<file path="config.mk">
export PLATFORM = sky130hd
export DESIGN_NAME = adcirq_top
export DESIGN_NICKNAME = d
export VERILOG_FILES = /design/src/include/adcirq_pkg.sv /design/src/design/adcirq_sar.sv /design/src/design/adcirq_top.sv
export SDC_FILE = /design/constraint.sdc
export NUM_CORES = 1
export LEC_CHECK = 0
export ABC_AREA = 0
export BUFFER_PORTS_ARGS = -buffer_cell sky130_fd_sc_hd__buf_2
export CAP_MARGIN = 20
export CORE_MARGIN = 5
export CORE_UTILIZATION = 30
export CTS_BUF_LIST = sky130_fd_sc_hd__clkbuf_4 sky130_fd_sc_hd__clkbuf_8 sky130_fd_sc_hd__clkbuf_16
export CTS_CLUSTER_DIAMETER = 30
export DETAILED_ROUTE_END_ITERATION = 6
export GPL_TIMING_DRIVEN = 1
export RECOVER_POWER = 50
export SYNTH_ARGS = -nofsm -noshare
export SYNTH_HDL_FRONTEND = slang
export SYNTH_SLANG_ARGS = --single-unit
</file>
<file path="constraint.sdc">
create_clock -name sys_clk -period 4.5 [get_ports sys_clk]
set_clock_uncertainty 0.2 [all_clocks]
set_input_delay 0.225 -clock sys_clk [delete_from_list [all_inputs] [get_ports sys_clk]]
set_output_delay 0.225 -clock sys_clk [all_outputs]
set_load 0.05 [all_outputs]
</file>
<file path="src/include/adcirq_pkg.sv">
package adcirq_pkg;

	// Register byte offsets
	localparam logic [3:0] ADCIRQ_OFS_STATUS_CONTROL = 4'h0;
	localparam logic [3:0] ADCIRQ_OFS_CONTROL        = 4'h4;
	localparam logic [3:0] ADCIRQ_OFS_RESULT_HIGH    = 4'h8;
	localparam logic [3:0] ADCIRQ_OFS_RESULT_LOW     = 4'hC;
	localparam logic [3:0] ADCIRQ_OFS_PIN_ENABLE     = 4'h0;
	localparam logic [1:0] ADCIRQ_PAGE_MAIN          = 2'h0;
	localparam logic [1:0] ADCIRQ_PAGE_AUX           = 2'h1;
	localparam logic [3:0] ADCIRQ_OFS_IRQ_STATUS     = 4'h4;
	localparam logic [3:0] ADCIRQ_OFS_IRQ_MASK       = 4'h8;

	// Status and control field positions
	localparam int ADCIRQ_SC_CHAN_LSB   = 0;
	localparam int ADCIRQ_SC_CHAN_W     = 3;
	localparam int ADCIRQ_SC_IE_BIT     = 6;
	localparam int ADCIRQ_SC_CCF_BIT    = 7;
	// Control register field positions
	localparam int ADCIRQ_CTL_PU_BIT    = 7;

	// Reset values
	localparam logic [7:0] ADCIRQ_RST_CONTROL = 8'h00;
	localparam logic [7:0] ADCIRQ_RST_SC      = 8'h00;
	localparam logic [7:0] ADCIRQ_RST_PE      = 8'h00;

	// Result width and timing
	localparam int ADCIRQ_RES_W       = 10;
	localparam int ADCIRQ_SAMPLE_CYC  = 14;
	localparam logic [4:0] ADCIRQ_SAMPLE_LAST = 5'(ADCIRQ_SAMPLE_CYC - 1);
	localparam logic [3:0] ADCIRQ_SAR_LAST    = 4'(ADCIRQ_RES_W - 1);

	// Interrupt status bits
	localparam int ADCIRQ_EV_DONE  = 0;
	localparam int ADCIRQ_EV_ABORT = 1;
	localparam int ADCIRQ_EV_W     = 2;

	typedef enum logic [1:0] {
		ADCIRQ_IDLE,
		ADCIRQ_SAMPLE,
		ADCIRQ_CONVERT
	} adcirq_state_t;

	// Avalon-MM request group
	typedef struct packed {
		logic [5:0]  address;
		logic        read;
		logic        write;
		logic [31:0] writedata;
	} adcirq_req_t;

	// Link to the successive-approximation engine
	typedef struct packed {
		logic [2:0] channel;
		logic       sample;
		logic       trial_valid;
		logic [9:0] trial;
		logic       power_up;
	} adcirq_eng_out_t;

endpackage

</file>
<file path="src/design/adcirq_sar.sv">
`timescale 1ns/1ps
`default_nettype none

// Successive approximation register with abort
module adcirq_sar
	import adcirq_pkg::*;
(
	// Clock and reset
	input  wire logic                      sys_clk,
	input  wire logic                      rstn,
	// Control
	input  wire logic                      start,
	input  wire logic                      abort,
	input  wire logic                      compare_hi,
	// Result
	output logic [ADCIRQ_RES_W-1:0]        trial,
	output logic                           done
);
	typedef struct packed {
		logic [ADCIRQ_RES_W-1:0] sar;
		logic [3:0]              bit_idx;
		logic                    busy;
		logic                    done;
	} adcirq_sar_st_t;

	adcirq_sar_st_t st_reg;
	adcirq_sar_st_t st_next;

	// One bit decided per cycle, MSB first
	always_comb begin
		st_next = st_reg;
		st_next.done = 1'b0;
		if (abort) begin
			st_next.sar = '0;
			st_next.busy = 1'b0;
			st_next.bit_idx = '0;
		end else if (start) begin
			st_next.sar = '0;
			st_next.sar[ADCIRQ_RES_W-1] = 1'b1;
			st_next.bit_idx = ADCIRQ_SAR_LAST;
			st_next.busy = 1'b1;
		end else if (st_reg.busy) begin
			if (!compare_hi) begin
				st_next.sar[st_reg.bit_idx] = 1'b0;
			end
			if (st_reg.bit_idx == 4'h0) begin
				st_next.busy = 1'b0;
				st_next.done = 1'b1;
			end else begin
				st_next.sar[st_reg.bit_idx - 4'h1] = 1'b1;
				st_next.bit_idx = st_reg.bit_idx - 4'h1;
			end
		end
	end

	// State register
	always_ff @(posedge sys_clk or negedge rstn) begin
		if (!rstn) begin
			st_reg <= '0;
		end else begin
			st_reg <= st_next;
		end
	end

	// Next trial, so the registered engine port shows the bit under test
	assign trial = st_next.sar;
	assign done  = st_reg.done;
endmodule

`default_nettype wire

</file>
<file path="src/design/adcirq_top.sv">
// Function
// - System reset restores all registers and leaves the converter powered down.
// - Reset mid-conversion stops it, clears flag, approximation bits and pending interrupt.
// - Setting the power-up bit never reinitialises register contents.
// - Writing the control register aborts a conversion without reset or restart.
// - With interrupt enabled, request rises at conversion end with result already stored.
// - Interrupt request stays high as long as the complete flag is set.
// - Any write to status and control clears the complete flag.
// - Reading the high or low result register clears the complete flag.
// - Status-control write aborts and restarts; pin enable write aborts only. The restart here happens only while the power-up bit is set.
//
// The Avalon-MM interface to the registers and the address map were left to the implementer.
`timescale 1ns/1ps
`default_nettype none

module adcirq_top
	import adcirq_pkg::*;
(
	// Clock and reset
	input  wire logic                  sys_clk,
	input  wire logic                  rstn,
	// Avalon-MM slave
	input  wire logic [5:0]            avs_address,
	input  wire logic                  avs_read,
	input  wire logic                  avs_write,
	input  wire logic [31:0]           avs_writedata,
	output logic [31:0]                avs_readdata,
	output logic                       avs_waitrequest,
	// Analog engine
	input  wire logic                  eng_compare_hi,
	output adcirq_pkg::adcirq_eng_out_t eng_out,
	// Interrupts
	output logic                       completion_irq,
	output logic                       irq
);
	import adcirq_pkg::*;

	typedef struct packed {
		logic                    ack;
		logic [31:0]             rdata;
		logic [7:0]              converter_control_reg;
		logic [7:0]              converter_status_control_reg;
		logic [7:0]              input_pin_enable_reg;
		logic [ADCIRQ_RES_W-1:0] result;
		adcirq_state_t           state;
		logic [4:0]              sample_cnt;
		logic [ADCIRQ_EV_W-1:0]  ev_status;
		logic [ADCIRQ_EV_W-1:0]  ev_mask;
		logic                    completion_irq;
		logic                    irq;
		adcirq_eng_out_t         eng_out;
	} adcirq_st_t;

	adcirq_st_t st_reg;
	adcirq_st_t st_next;

	adcirq_req_t             req;
	logic [ADCIRQ_RES_W-1:0] sar_trial;
	logic                    sar_done;
	logic                    sar_start;
	logic                    sar_abort;

	// Bus request bundle
	assign req = '{address: avs_address, read: avs_read, write: avs_write, writedata: avs_writedata};

	// Decoded accesses, valid only in the taking cycle
	logic       take;
	logic [1:0] page;
	logic [3:0] ofs;
	logic       wr_sc;
	logic       wr_ctl;
	logic       wr_pe;
	logic       wr_ist;
	logic       wr_msk;
	logic       rd_res;
	logic       powered;
	logic       busy;

	always_comb begin
		take   = (req.read || req.write) && !st_reg.ack;
		page   = req.address[5:4];
		ofs    = req.address[3:0];
		wr_sc  = 1'b0;
		wr_ctl = 1'b0;
		wr_pe  = 1'b0;
		wr_ist = 1'b0;
		wr_msk = 1'b0;
		rd_res = 1'b0;
		if (take && req.write && page == ADCIRQ_PAGE_MAIN && ofs == ADCIRQ_OFS_STATUS_CONTROL) begin
			wr_sc = 1'b1;
		end else if (take && req.write && page == ADCIRQ_PAGE_MAIN && ofs == ADCIRQ_OFS_CONTROL) begin
			wr_ctl = 1'b1;
		end else if (take && req.write && page == ADCIRQ_PAGE_AUX && ofs == ADCIRQ_OFS_PIN_ENABLE) begin
			wr_pe = 1'b1;
		end else if (take && req.write && page == ADCIRQ_PAGE_AUX && ofs == ADCIRQ_OFS_IRQ_STATUS) begin
			wr_ist = 1'b1;
		end else if (take && req.write && page == ADCIRQ_PAGE_AUX && ofs == ADCIRQ_OFS_IRQ_MASK) begin
			wr_msk = 1'b1;
		end else if (take && req.read && page == ADCIRQ_PAGE_MAIN
			&& (ofs == ADCIRQ_OFS_RESULT_HIGH || ofs == ADCIRQ_OFS_RESULT_LOW)) begin
			rd_res = 1'b1;
		end
		powered = st_reg.converter_control_reg[ADCIRQ_CTL_PU_BIT];
		busy    = st_reg.state != ADCIRQ_IDLE;
	end

	// Engine control: any of these writes ends a running conversion
	assign sar_abort = busy && (wr_sc || wr_ctl || wr_pe || !powered);
	assign sar_start = st_reg.state == ADCIRQ_SAMPLE && st_reg.sample_cnt == ADCIRQ_SAMPLE_LAST;

	adcirq_sar u_sar (
		.sys_clk    (sys_clk),
		.rstn       (rstn),
		.start      (sar_start),
		.abort      (sar_abort),
		.compare_hi (eng_compare_hi),
		.trial      (sar_trial),
		.done       (sar_done)
	);

	// Next-state logic for bus, conversion and interrupts
	always_comb begin
		logic       ccf;
		logic [1:0] ev_set;
		ccf    = 1'b0;
		ev_set = '0;
		st_next = st_reg;
		st_next.ack = take;
		st_next.rdata = '0;

		// Read data
		if (take && req.read) begin
			if (page == ADCIRQ_PAGE_MAIN && ofs == ADCIRQ_OFS_STATUS_CONTROL) begin
				st_next.rdata[7:0] = st_reg.converter_status_control_reg;
			end else if (page == ADCIRQ_PAGE_MAIN && ofs == ADCIRQ_OFS_CONTROL) begin
				st_next.rdata[7:0] = st_reg.converter_control_reg;
			end else if (page == ADCIRQ_PAGE_MAIN && ofs == ADCIRQ_OFS_RESULT_HIGH) begin
				st_next.rdata[1:0] = st_reg.result[ADCIRQ_RES_W-1:8];
			end else if (page == ADCIRQ_PAGE_MAIN && ofs == ADCIRQ_OFS_RESULT_LOW) begin
				st_next.rdata[7:0] = st_reg.result[7:0];
			end else if (page == ADCIRQ_PAGE_AUX && ofs == ADCIRQ_OFS_PIN_ENABLE) begin
				st_next.rdata[7:0] = st_reg.input_pin_enable_reg;
			end else if (page == ADCIRQ_PAGE_AUX && ofs == ADCIRQ_OFS_IRQ_STATUS) begin
				st_next.rdata[ADCIRQ_EV_W-1:0] = st_reg.ev_status;
			end else if (page == ADCIRQ_PAGE_AUX && ofs == ADCIRQ_OFS_IRQ_MASK) begin
				st_next.rdata[ADCIRQ_EV_W-1:0] = st_reg.ev_mask;
			end
		end

		// Register writes; power-up only gates the engine, nothing reinitialised
		if (wr_ctl) begin
			st_next.converter_control_reg = req.writedata[7:0];
		end
		if (wr_pe) begin
			st_next.input_pin_enable_reg = req.writedata[7:0];
		end
		if (wr_msk) begin
			st_next.ev_mask = req.writedata[ADCIRQ_EV_W-1:0];
		end

		// Conversion sequencing
		case (st_reg.state)
			ADCIRQ_IDLE: begin
				st_next.sample_cnt = '0;
			end
			ADCIRQ_SAMPLE: begin
				st_next.sample_cnt = st_reg.sample_cnt + 5'h01;
				if (sar_start) begin
					st_next.state = ADCIRQ_CONVERT;
				end
			end
			ADCIRQ_CONVERT: begin
				if (sar_done) begin
					st_next.result = sar_trial;
					st_next.state = ADCIRQ_IDLE;
					ccf = 1'b1;
					ev_set[ADCIRQ_EV_DONE] = 1'b1;
				end
			end
			default: begin
				st_next.state = ADCIRQ_IDLE;
			end
		endcase
		if (sar_abort) begin
			st_next.state = ADCIRQ_IDLE;
			st_next.sample_cnt = '0;
			ccf = 1'b0;
			ev_set[ADCIRQ_EV_ABORT] = 1'b1;
		end

		// Status-control write clears the flag and, when powered, restarts sampling
		if (wr_sc) begin
			st_next.converter_status_control_reg = req.writedata[7:0];
			st_next.converter_status_control_reg[ADCIRQ_SC_CCF_BIT] = 1'b0;
			if (powered) begin
				st_next.state = ADCIRQ_SAMPLE;
				st_next.sample_cnt = '0;
			end
		end

		// Result read clears the flag; completion set wins
		if (rd_res) begin
			st_next.converter_status_control_reg[ADCIRQ_SC_CCF_BIT] = 1'b0;
		end
		if (ccf) begin
			st_next.converter_status_control_reg[ADCIRQ_SC_CCF_BIT] = 1'b1;
		end

		// Sticky events, write one to clear, set wins
		st_next.ev_status = (st_reg.ev_status & ~(wr_ist ? req.writedata[ADCIRQ_EV_W-1:0] : '0)) | ev_set;

		// Level request follows the flag and its enable
		st_next.completion_irq = st_next.converter_status_control_reg[ADCIRQ_SC_CCF_BIT]
			&& st_next.converter_status_control_reg[ADCIRQ_SC_IE_BIT];
		st_next.irq = |(st_next.ev_status & st_next.ev_mask);

		// Engine outputs
		st_next.eng_out.power_up = st_next.converter_control_reg[ADCIRQ_CTL_PU_BIT];
		st_next.eng_out.channel = st_next.converter_status_control_reg[ADCIRQ_SC_CHAN_LSB +: ADCIRQ_SC_CHAN_W];
		st_next.eng_out.sample = st_next.state == ADCIRQ_SAMPLE;
		st_next.eng_out.trial_valid = st_next.state == ADCIRQ_CONVERT; // Aligned with the registered trial
		st_next.eng_out.trial = sar_trial;
	end

	// Reset returns every register to default, powered down, no request
	always_ff @(posedge sys_clk or negedge rstn) begin
		if (!rstn) begin
			st_reg <= '0;
			st_reg.converter_control_reg <= ADCIRQ_RST_CONTROL;
			st_reg.converter_status_control_reg <= ADCIRQ_RST_SC;
			st_reg.input_pin_enable_reg <= ADCIRQ_RST_PE;
			st_reg.state <= ADCIRQ_IDLE;
		end else begin
			st_reg <= st_next;
		end
	end

	// Outputs straight from flip-flops
	assign avs_readdata    = st_reg.rdata;
	assign avs_waitrequest = !st_reg.ack;
	assign eng_out         = st_reg.eng_out;
	assign completion_irq  = st_reg.completion_irq;
	assign irq             = st_reg.irq;
endmodule

`default_nettype wire

</file>
# == Yosys cells after proc, flatten, opt, wreduce, memory -nomap -nowiden ==
# Index checks and enable logic that the tools add are counted.
# Widths: inputs -> output; s select.
# classes
div_mod_pow,0
n_mux,62
bitwise,7
eq_ne,10
n_mul,0
addsub,2
shifts,0
n_reduce_logical,40
magnitude_cmp,4
# ops
operator,n
$mux 10,4
$mux 8,5
$mux 1,31
$mux 15,2
$logic_and 1x1->1,24
$mux 7,3
$mux 2,9
$mux 16,1
$mux 14,1
$mux 6,2
$and 10x10->10,1
$lt 4x5->1 const B,2
$not 10->10,1
$or 10x10->10,1
$pmux 5 s2,1
$demux 1 s4,2
$eq 4x4->1 const B,2
$ge 4x1->1 const B,2
$logic_not 4->1,2
$eq 2x1->1 const B,3
$pmux 2 s3,1
$add 5x1->5 const B,1
$eq 5x4->1 const B,1
$logic_or 1x1->1,5
13 further kinds,18
# totals
register_bits,77
input_bits,43
memories,0
output_inout_bits,51
ram_bits,0
elab_cells,146
romBits,0
latchBits,0

# == Logic depth before layout (Yosys ltp) ==
# Gate-level depths: netlist of run 1.
# logic_depth
word_depth,17
ltp_mapped,7
mapped_depth_nobuf,6

# == By module ==
# A second synthesis of run 1 with hierarchy kept.
# unflattened
cells_unflattened,370
area_unflattened_um2,4154.0
# modules_own_cells
module,cells_each,area_per_inst_um2,seq_area_each_um2,instances
adcirq_top,276,3271.9,1701.6,1
adcirq_sar,94,882.1,400.4,1

# == Least setup slack after synthesis of run 1 ==
# Ideal clock, no wire load.
# synth_path
path_kind,register to register
from,register st_reg[95] (netlist name)
to,register st_reg (netlist bit eng_out[13])
path_stages_with_launch,5
t_arrival_ns,1.440
synth_period_minus_slack_ns,1.767
path_buffers,1
required_time_ns,4.173
path_slack_ns,2.733
setup_ns,0.127
path_cell_list,dfrtp_1 > nor2b_1 > nand3_1 > clkbuf_1 > mux2_1
# synth_via
elab_chain_len,7
# synth_lines
element,line_no,rtl
start: declaration,adcirq_top.sv:54,adcirq_st_t st_reg;
start signal: assignment,adcirq_top.sv:234,st_reg <= st_next;
$logic_not 1->1,adcirq_top.sv:80,take = (req.read || req.write) && !st_reg.ack;
$logic_and 1x1->1,adcirq_top.sv:80,
$logic_and 1x1->1 (3 in series),adcirq_top.sv:89,if (take && req.write && page == ADCIRQ_PAGE_MAIN && ofs == ADCIRQ_OFS_STATUS_CONTROL) begin
$mux 1,adcirq_top.sv:89,
$mux 8,adcirq_top.sv:192,if (wr_sc) begin
# No other way between the ends.
# A chain may end at the register's enable or synchronous reset.

# == Worst setup path in the final report of run 1 ==
# layout_path
from,register st_reg[95] (netlist name)
to,register st_reg[51] (netlist name)
# layout_via
elab_chain_len,6
# layout_lines
element,line_no
$logic_not 1->1,adcirq_top.sv:80
$logic_and 1x1->1,adcirq_top.sv:80
$logic_and 1x1->1 (3 in series),adcirq_top.sv:89
$mux 1,adcirq_top.sv:89
# No other way between the ends.

==> results of run 1 <==
## synthesized netlist by cell type (all sizes together), types with 2 or more instances
cell type	number
or2	2
and2	3
clkbuf	9
o31a	2
nand2b	8
dfrtp	74
nand4	2
a32oi	8
o21ai	16
a21oi	11
nand2	29
nand3b	3
ha	2
o2bb2ai	2
nor4b	2
o41ai	2
mux2	24
a21boi	3
nor3	5
nor4	4
inv	11
nor2b	10
nor3b	3
o22ai	3
a31oi	9
a22oi	5
o31ai	8
nand3	6
buf	53
mux2i	4
nor2	25
or3	3
## power by group
group	leakage [nW]	switching (mW)	internal, mW	total, mW
clock	0.147	0.257	0.451	0.708
combinational	0.815	0.128	0.0470	0.175
sequential	0.959	0.0177	0.694	0.712
## routing by layer
| metal | part of all wire, % | wire length [um] |
|---|---|---|
| met5 | 0 | 0 |
| met2 | 48 | 4050 |
| met1 | 45 | 3790 |
| met4 | 0.73 | 62 |
| met3 | 6.6 | 562 |
## worst max-delay path, stage by stage (launching register included)
cell	delay (ps)
dfrtp_1	420
nor2b_1	460
nand3_1	620
mux2_1	510
## how the worst max path moves through the flow
stage,start,endpoint,slack [ps],cells after the start
6_report,st_reg[95],st_reg[51],2170,3
5_1_grt,rstn,avs_readdata[2],1820,2
4_1_cts,st_reg[95],st_reg[51],2180,3
3_5_place_dp,avs_address[2],st_reg[55],2110,5
3_3_place_gp,avs_address[2],st_reg[55],2160,5
2_1_floorplan,st_reg[95],eng_out[13],2730,4
## logic make-up after synthesis
kind of cell               synth area share, %
AOI/OAI and AO/OA                         14.4
DFF                                       47.9
xor gates and xnor gates                 0.226
and+or+nand+nor                           15.8
muxes                                     8.79
other                                   0.0969
adders and majority gates                0.647
buffers and inverters                     12.1
## cell type report
class / count / area, um2
Timing Repair Buffer: 55 / 293
Multi-Input combinational cell: 244 / 1640
Clock inverter: 3 / 40.0
Sequential cell: 74 / 1850
Clock buffer: 11 / 253
Inverter: 11 / 41.3
Tap cell: 172 / 215
Fill cell: 1298 / 8290
==> flow_summary.json, run 1 <==
{
  "finalSetupTns_ps": 0,
  "setup_viol": 0,
  "required_ps": 4500,
  "rsz0062_at_grt": "no",
  "fin_cells": 570,
  "async_flop_share_pct": 100,
  "clock_latency_ps": 330,
  "setup_slack_ps": 2170,
  "avgSynthCellArea_um2": 10.5,
  "synth_flop_cell": "dfrtp_1",
  "final_common_cell": "dfrtp_1",
  "ant_nets": 0,
  "holdWs_ps": 1.22,
  "status": "finished with violations",
  "grtUsageMet2_pct": 18.9,
  "root_buffer": "clkbuf_16",
  "vias": 2685,
  "ys_warn_count": 0,
  "place_ws_ps": 2110,
  "dpl_cell_area_um2": 3970,
  "cts_resized": 0,
  "final_cell_mix": "dfrtp_1 (74), nand2_1 (27), clkbuf_1 (26)",
  "dieArea_um2": 15300,
  "synth.area.top_cells": "dfrtp_1 (48%), buf_4 (9.5%), mux2_2 (3.2%)",
  "holdBufCountCts": 10,
  "powerDensity_nw_per_um2": 368,
  "cts_tree": "built",
  "postLayoutCellArea_um2": 4330,
  "start_kind": "register",
  "rows": 41,
  "finalCriticalPeriod_ps": 2330,
  "crit_path_max_fanout": 11,
  "cap_viol_max_count": 1,
  "hp-class": "in -> reg",
  "finalWeightedCongestion": 0.749,
  "cp.arrival_ps": 2340,
  "postLayoutCoreUtil_pct": 34.3,
  "synth_top_area_share_pct": 47.8,
  "htree_levels": 3,
  "timing.rr.start": "st_reg[95]",
  "gr-usage-met3_pct": 3.45,
  "clk_pin_slew_worst_paths_ps": 50,
  "violations": "max-capacitance violations, max-slew violations",
  "gr-total-overflow": 0,
  "largest_reg_flops": 43,
  "antennaDiodeCount": 0,
  "r2r_slack_ps": 2170,
  "synth-seq-cells": 74,
  "portBuffers": 45,
  "drc": 0,
  "ys_seq_area_share_pct": 47.8,
  "totalWireLength_mm": 8.47,
  "ios": 94,
  "hold_viol": 0,
  "grt_util_met1_pct": 14.8,
  "dp_cells": 546,
  "synth_cell_types": 62,
  "final_layout_size_suffix_gt1_share_pct": 15.8,
  "relSlewSlack_pct": -20.9,
  "drtIter0Drc": 183,
  "wl_per_cell_um": 14.9,
  "min_path_cells": 2,
  "hold_path_end": "st_reg[55]",
  "worst_r2r_path_depth": 3,
  "syn2layout_area_growth_pct": 11.9,
  "post-route-period-util_pct": 51.9,
  "r2r-end": "st_reg[51]",
  "firstDrtPassIters": 5,
  "clock_path_buffers": 2,
  "finalPower_mw": 1.59,
  "cts.sinks": 74,
  "postCtsSetupRepairBufs": 0,
  "fp.dieW_um": 124,
  "tightest_slew_ps": 1810,
  "setup.worst_path.class": "reg -> reg",
  "viasPerCell": 4.71,
  "design.core.area_um2": 12600,
  "synth_cells": 368,
  "fmax_mhz": 428,
  "worst_ir_drop_vdd_v": 0.000189,
  "synth_area_leader_cell": "dfrtp_1",
  "grt_pass1_vias": 2644,
  "power_leakage_nw": 1.92,
  "min_from": "avs_writedata[0]",
  "initial_core_util_pct": 30.7,
  "grt_max_degree": 75,
  "cp-end-kind": "register",
  "grt_usage_pct": 11.5,
  "grt_pass1_wl_mm": 13.6,
  "gr-max-usage-layer": "met2",
  "drv_slew": 75,
  "cts_buffers": 9,
  "dp_hpwl_mm": 5.99,
  "fin_nets": 440,
  "dieHeight_um": 124,
  "netlist_area_um2": 3870,
  "antenna_found_initial": 0,
  "synth_edf_count": 0
}
(Power assumes the default switching activity.)
==> run 2, diff against run 1 <==
- ABC_AREA: 0 -> 1
- clock period: 4.5 -> 2.34 ns (I/O delays scaled with it)
==> run 2 against run 1 <==
The run now ends clean. Worst setup slack got worse by 1900 ps. Hold slack improved by 26 ps. Synthesized area increased by 0.23%. Sequential share of layout area decreased by 1.4 points. Clock power grew 110%. Design area grew 3.4%.
==> flow_summary.json, run 2 <==
{
  "crit_path_max_fanout": 9,
  "synth_top_area_share_pct": 47.7,
  "finalWeightedCongestion": 0.886,
  "ios": 94,
  "synth.area.top_cells": "dfrtp_1 (48%), nand2_1 (10%), buf_4 (9.3%)",
  "synth_cell_types": 33,
  "cp.arrival_ps": 2080,
  "vias": 3116,
  "synth_edf_count": 0,
  "rsz0062_at_grt": "no",
  "portBuffers": 45,
  "drc": 0,
  "status": "finished clean",
  "initial_core_util_pct": 30.6,
  "dp_hpwl_mm": 6.77,
  "crit_chain": "dlygate4sd3_1, buf_2, inv_1, nand2_1, dlygate4sd3_1, nand2_1, nor2_1, buf_4, nand4_1, nand3_1, a21oi_1",
  "synth_most_common_cell": "nand2_1",
  "cts_buffers": 9,
  "holdWs_ps": 27.3,
  "largest_reg_flops": 43,
  "gr-total-overflow": 0,
  "clock_path_buffers": 2,
  "finalCriticalPeriod_ps": 2040,
  "tightest_slew_ps": 1050,
  "drv_slew": 0,
  "root_buffer": "clkbuf_16",
  "avgSynthCellArea_um2": 8.08,
  "async_flop_share_pct": 100,
  "cp-end-kind": "register",
  "clock_latency_ps": 330,
  "netlist_area_um2": 3880,
  "required_ps": 2380,
  "wl_per_cell_um": 13.4,
  "cap_viol_max_count": 0,
  "design.core.area_um2": 12700,
  "power_leakage_nw": 2.14,
  "synth-seq-cells": 74,
  "antennaDiodeCount": 0,
  "relSlewSlack_pct": 30.3,
  "antenna_found_initial": 0,
  "setup_viol": 0,
  "synth_area_leader_cell": "dfrtp_1",
  "wl_met3_um": 505,
  "crit_family": "buffers and inverters",
  "cts.sinks": 74,
  "totalWireLength_mm": 9.35,
  "fp.dieW_um": 124,
  "dieHeight_um": 124,
  "routed.top_layer": "met4",
  "worst_ir_drop_vdd_v": 0.000357,
  "drtIter0Drc": 230,
  "clk_pin_slew_worst_paths_ps": 50,
  "finalSetupTns_ps": 0,
  "viasPerCell": 4.47,
  "ys_seq_area_share_pct": 47.7,
  "syn2layout_area_growth_pct": 15.4,
  "final_cell_mix": "nand2_1 (106), dfrtp_1 (74), inv_1 (47)",
  "synth_flop_cell": "dfrtp_1",
  "powerDensity_nw_per_um2": 708,
  "cts_tree": "built",
  "cp_slowest_cell": "dlygate4sd3_1",
  "grt_pass1_wl_mm": 14.7,
  "ant_nets": 0,
  "path_buf_inv": 5,
  "start_kind": "primary input",
  "grt_max_degree": 43,
  "drt-met1-wl_mm": 4.02,
  "critPathMaxStageDelay_ps": 550,
  "fin_nets": 565,
  "met2_length_mm": 4.71,
  "final_common_cell": "nand2_1",
  "synth.top_cells.by_count": "nand2_1 (106), dfrtp_1 (74), buf_4 (48)",
  "final_layout_size_suffix_gt1_share_pct": 14.5,
  "cts_resized": 0,
  "rows": 41,
  "hold_viol": 0,
  "htree_levels": 3,
  "synth_cells": 480,
  "hp-class": "in -> reg",
  "setup.worst_path.class": "in -> reg",
  "ys_warn_count": 0,
  "fmax_mhz": 491,
  "grt_usage_pct": 12.4,
  "post-route-period-util_pct": 87.0,
  "firstDrtPassIters": 5,
  "dieArea_um2": 15300,
  "grt_pass1_vias": 3052
}
## run 2: changes by cell type in the layout (fill, tap and decap cells not counted), sizes merged, moves of 20 or more
cell   before  now
mux2       24    0
o21ai      16   49
buf        18   38
nand3       6   36
nand2      29  110
inv        11   52
## run 2: worst paths after layout
kind	start	end	slack, ps	cells after the start
max	avs_read	completion_irq	300	11
min	avs_address[3]	st_reg[54]	30	4
max reg2reg	st_reg[23]	st_reg[30]	450	10
min reg2reg	st_reg[36]	st_reg[36]	280	2
max in group asynchronous	rstn	eng_out[14]	530	3
min in group asynchronous	rstn	avs_readdata[7]	320	2
## run 2: per-layer routing
| layer | vias to the layer above | GRT usage, % |
|---|---|---|
| met2 | 95 | 21.4 |
| li1 | 1554 | - |
| met1 | 1457 | 15.1 |
| met3 | 10 | 3.63 |
| met4 | 0 | 3.46 |
| met5 | - | 0 |
## run 2: layout make-up
| class | instances | area (um2) |
|---|---|---|
| Tap cell | 172 | 215 |
| Timing Repair Buffer | 64 | 379 |
| Sequential cell | 74 | 1850 |
| Multi-Input combinational cell | 318 | 1500 |
| Clock buffer | 12 | 260 |
| Clock inverter | 4 | 73.8 |
| Inverter | 53 | 199 |
| Fill cell | 1376 | 8190 |
## run 2: stage by stage
step / utilization [%] / total power [mW] / instances / cell area, um2 / setup slack [ps]
after global placement: 32.1 / 1.67 / 670 / 4060 / 513
final: 35.3 / 3.17 / 697 / 4480 / 303
after global routing: 35.3 / 3.29 / 697 / 4480 / 152
after floorplan: - / 1.62 / 503 / 3970 / 510
after CTS: 35.6 / 3.21 / 697 / 4510 / 330
after detailed placement: 32.1 / 1.68 / 670 / 4060 / 474
## run 2: repair_timing
| item | 4_1_cts | 5_1_grt |
|---|---|---|
| setup buffers | 0 | 0 |
| setup endpoints to repair | 0 | 0 |
| endpoints found under the hold margin | 65 | 0 |
| hold buffers | 11 | 0 |
## run 2: power breakdown
part / switching [mW] / internal (mW)
registers: 0.0260 / 1.32
logic: 0.241 / 0.0686
clock network: 0.507 / 1.00
total: 0.774 / 2.40
## run 2: worst reg2reg max path: cells and delay by family, from the launching register on
family | cells | cell delay (ps)
simple gates | 6 | 720
flops | 1 | 380
buf+inv | 3 | 330
fa+ha+maj | 1 | 150
## run 2: cells by family (layout without fill, tap and decap cells)
family,count (synthesis),count (layout),share of synthesized area (%)
other cells,1,24,0.0967
buf+inv,111,133,15.9
flops,74,74,47.7
xor+xnor,3,3,0.678
compound gates,82,82,11.2
simple gates,207,207,23.7
fa+ha+maj,2,2,0.645
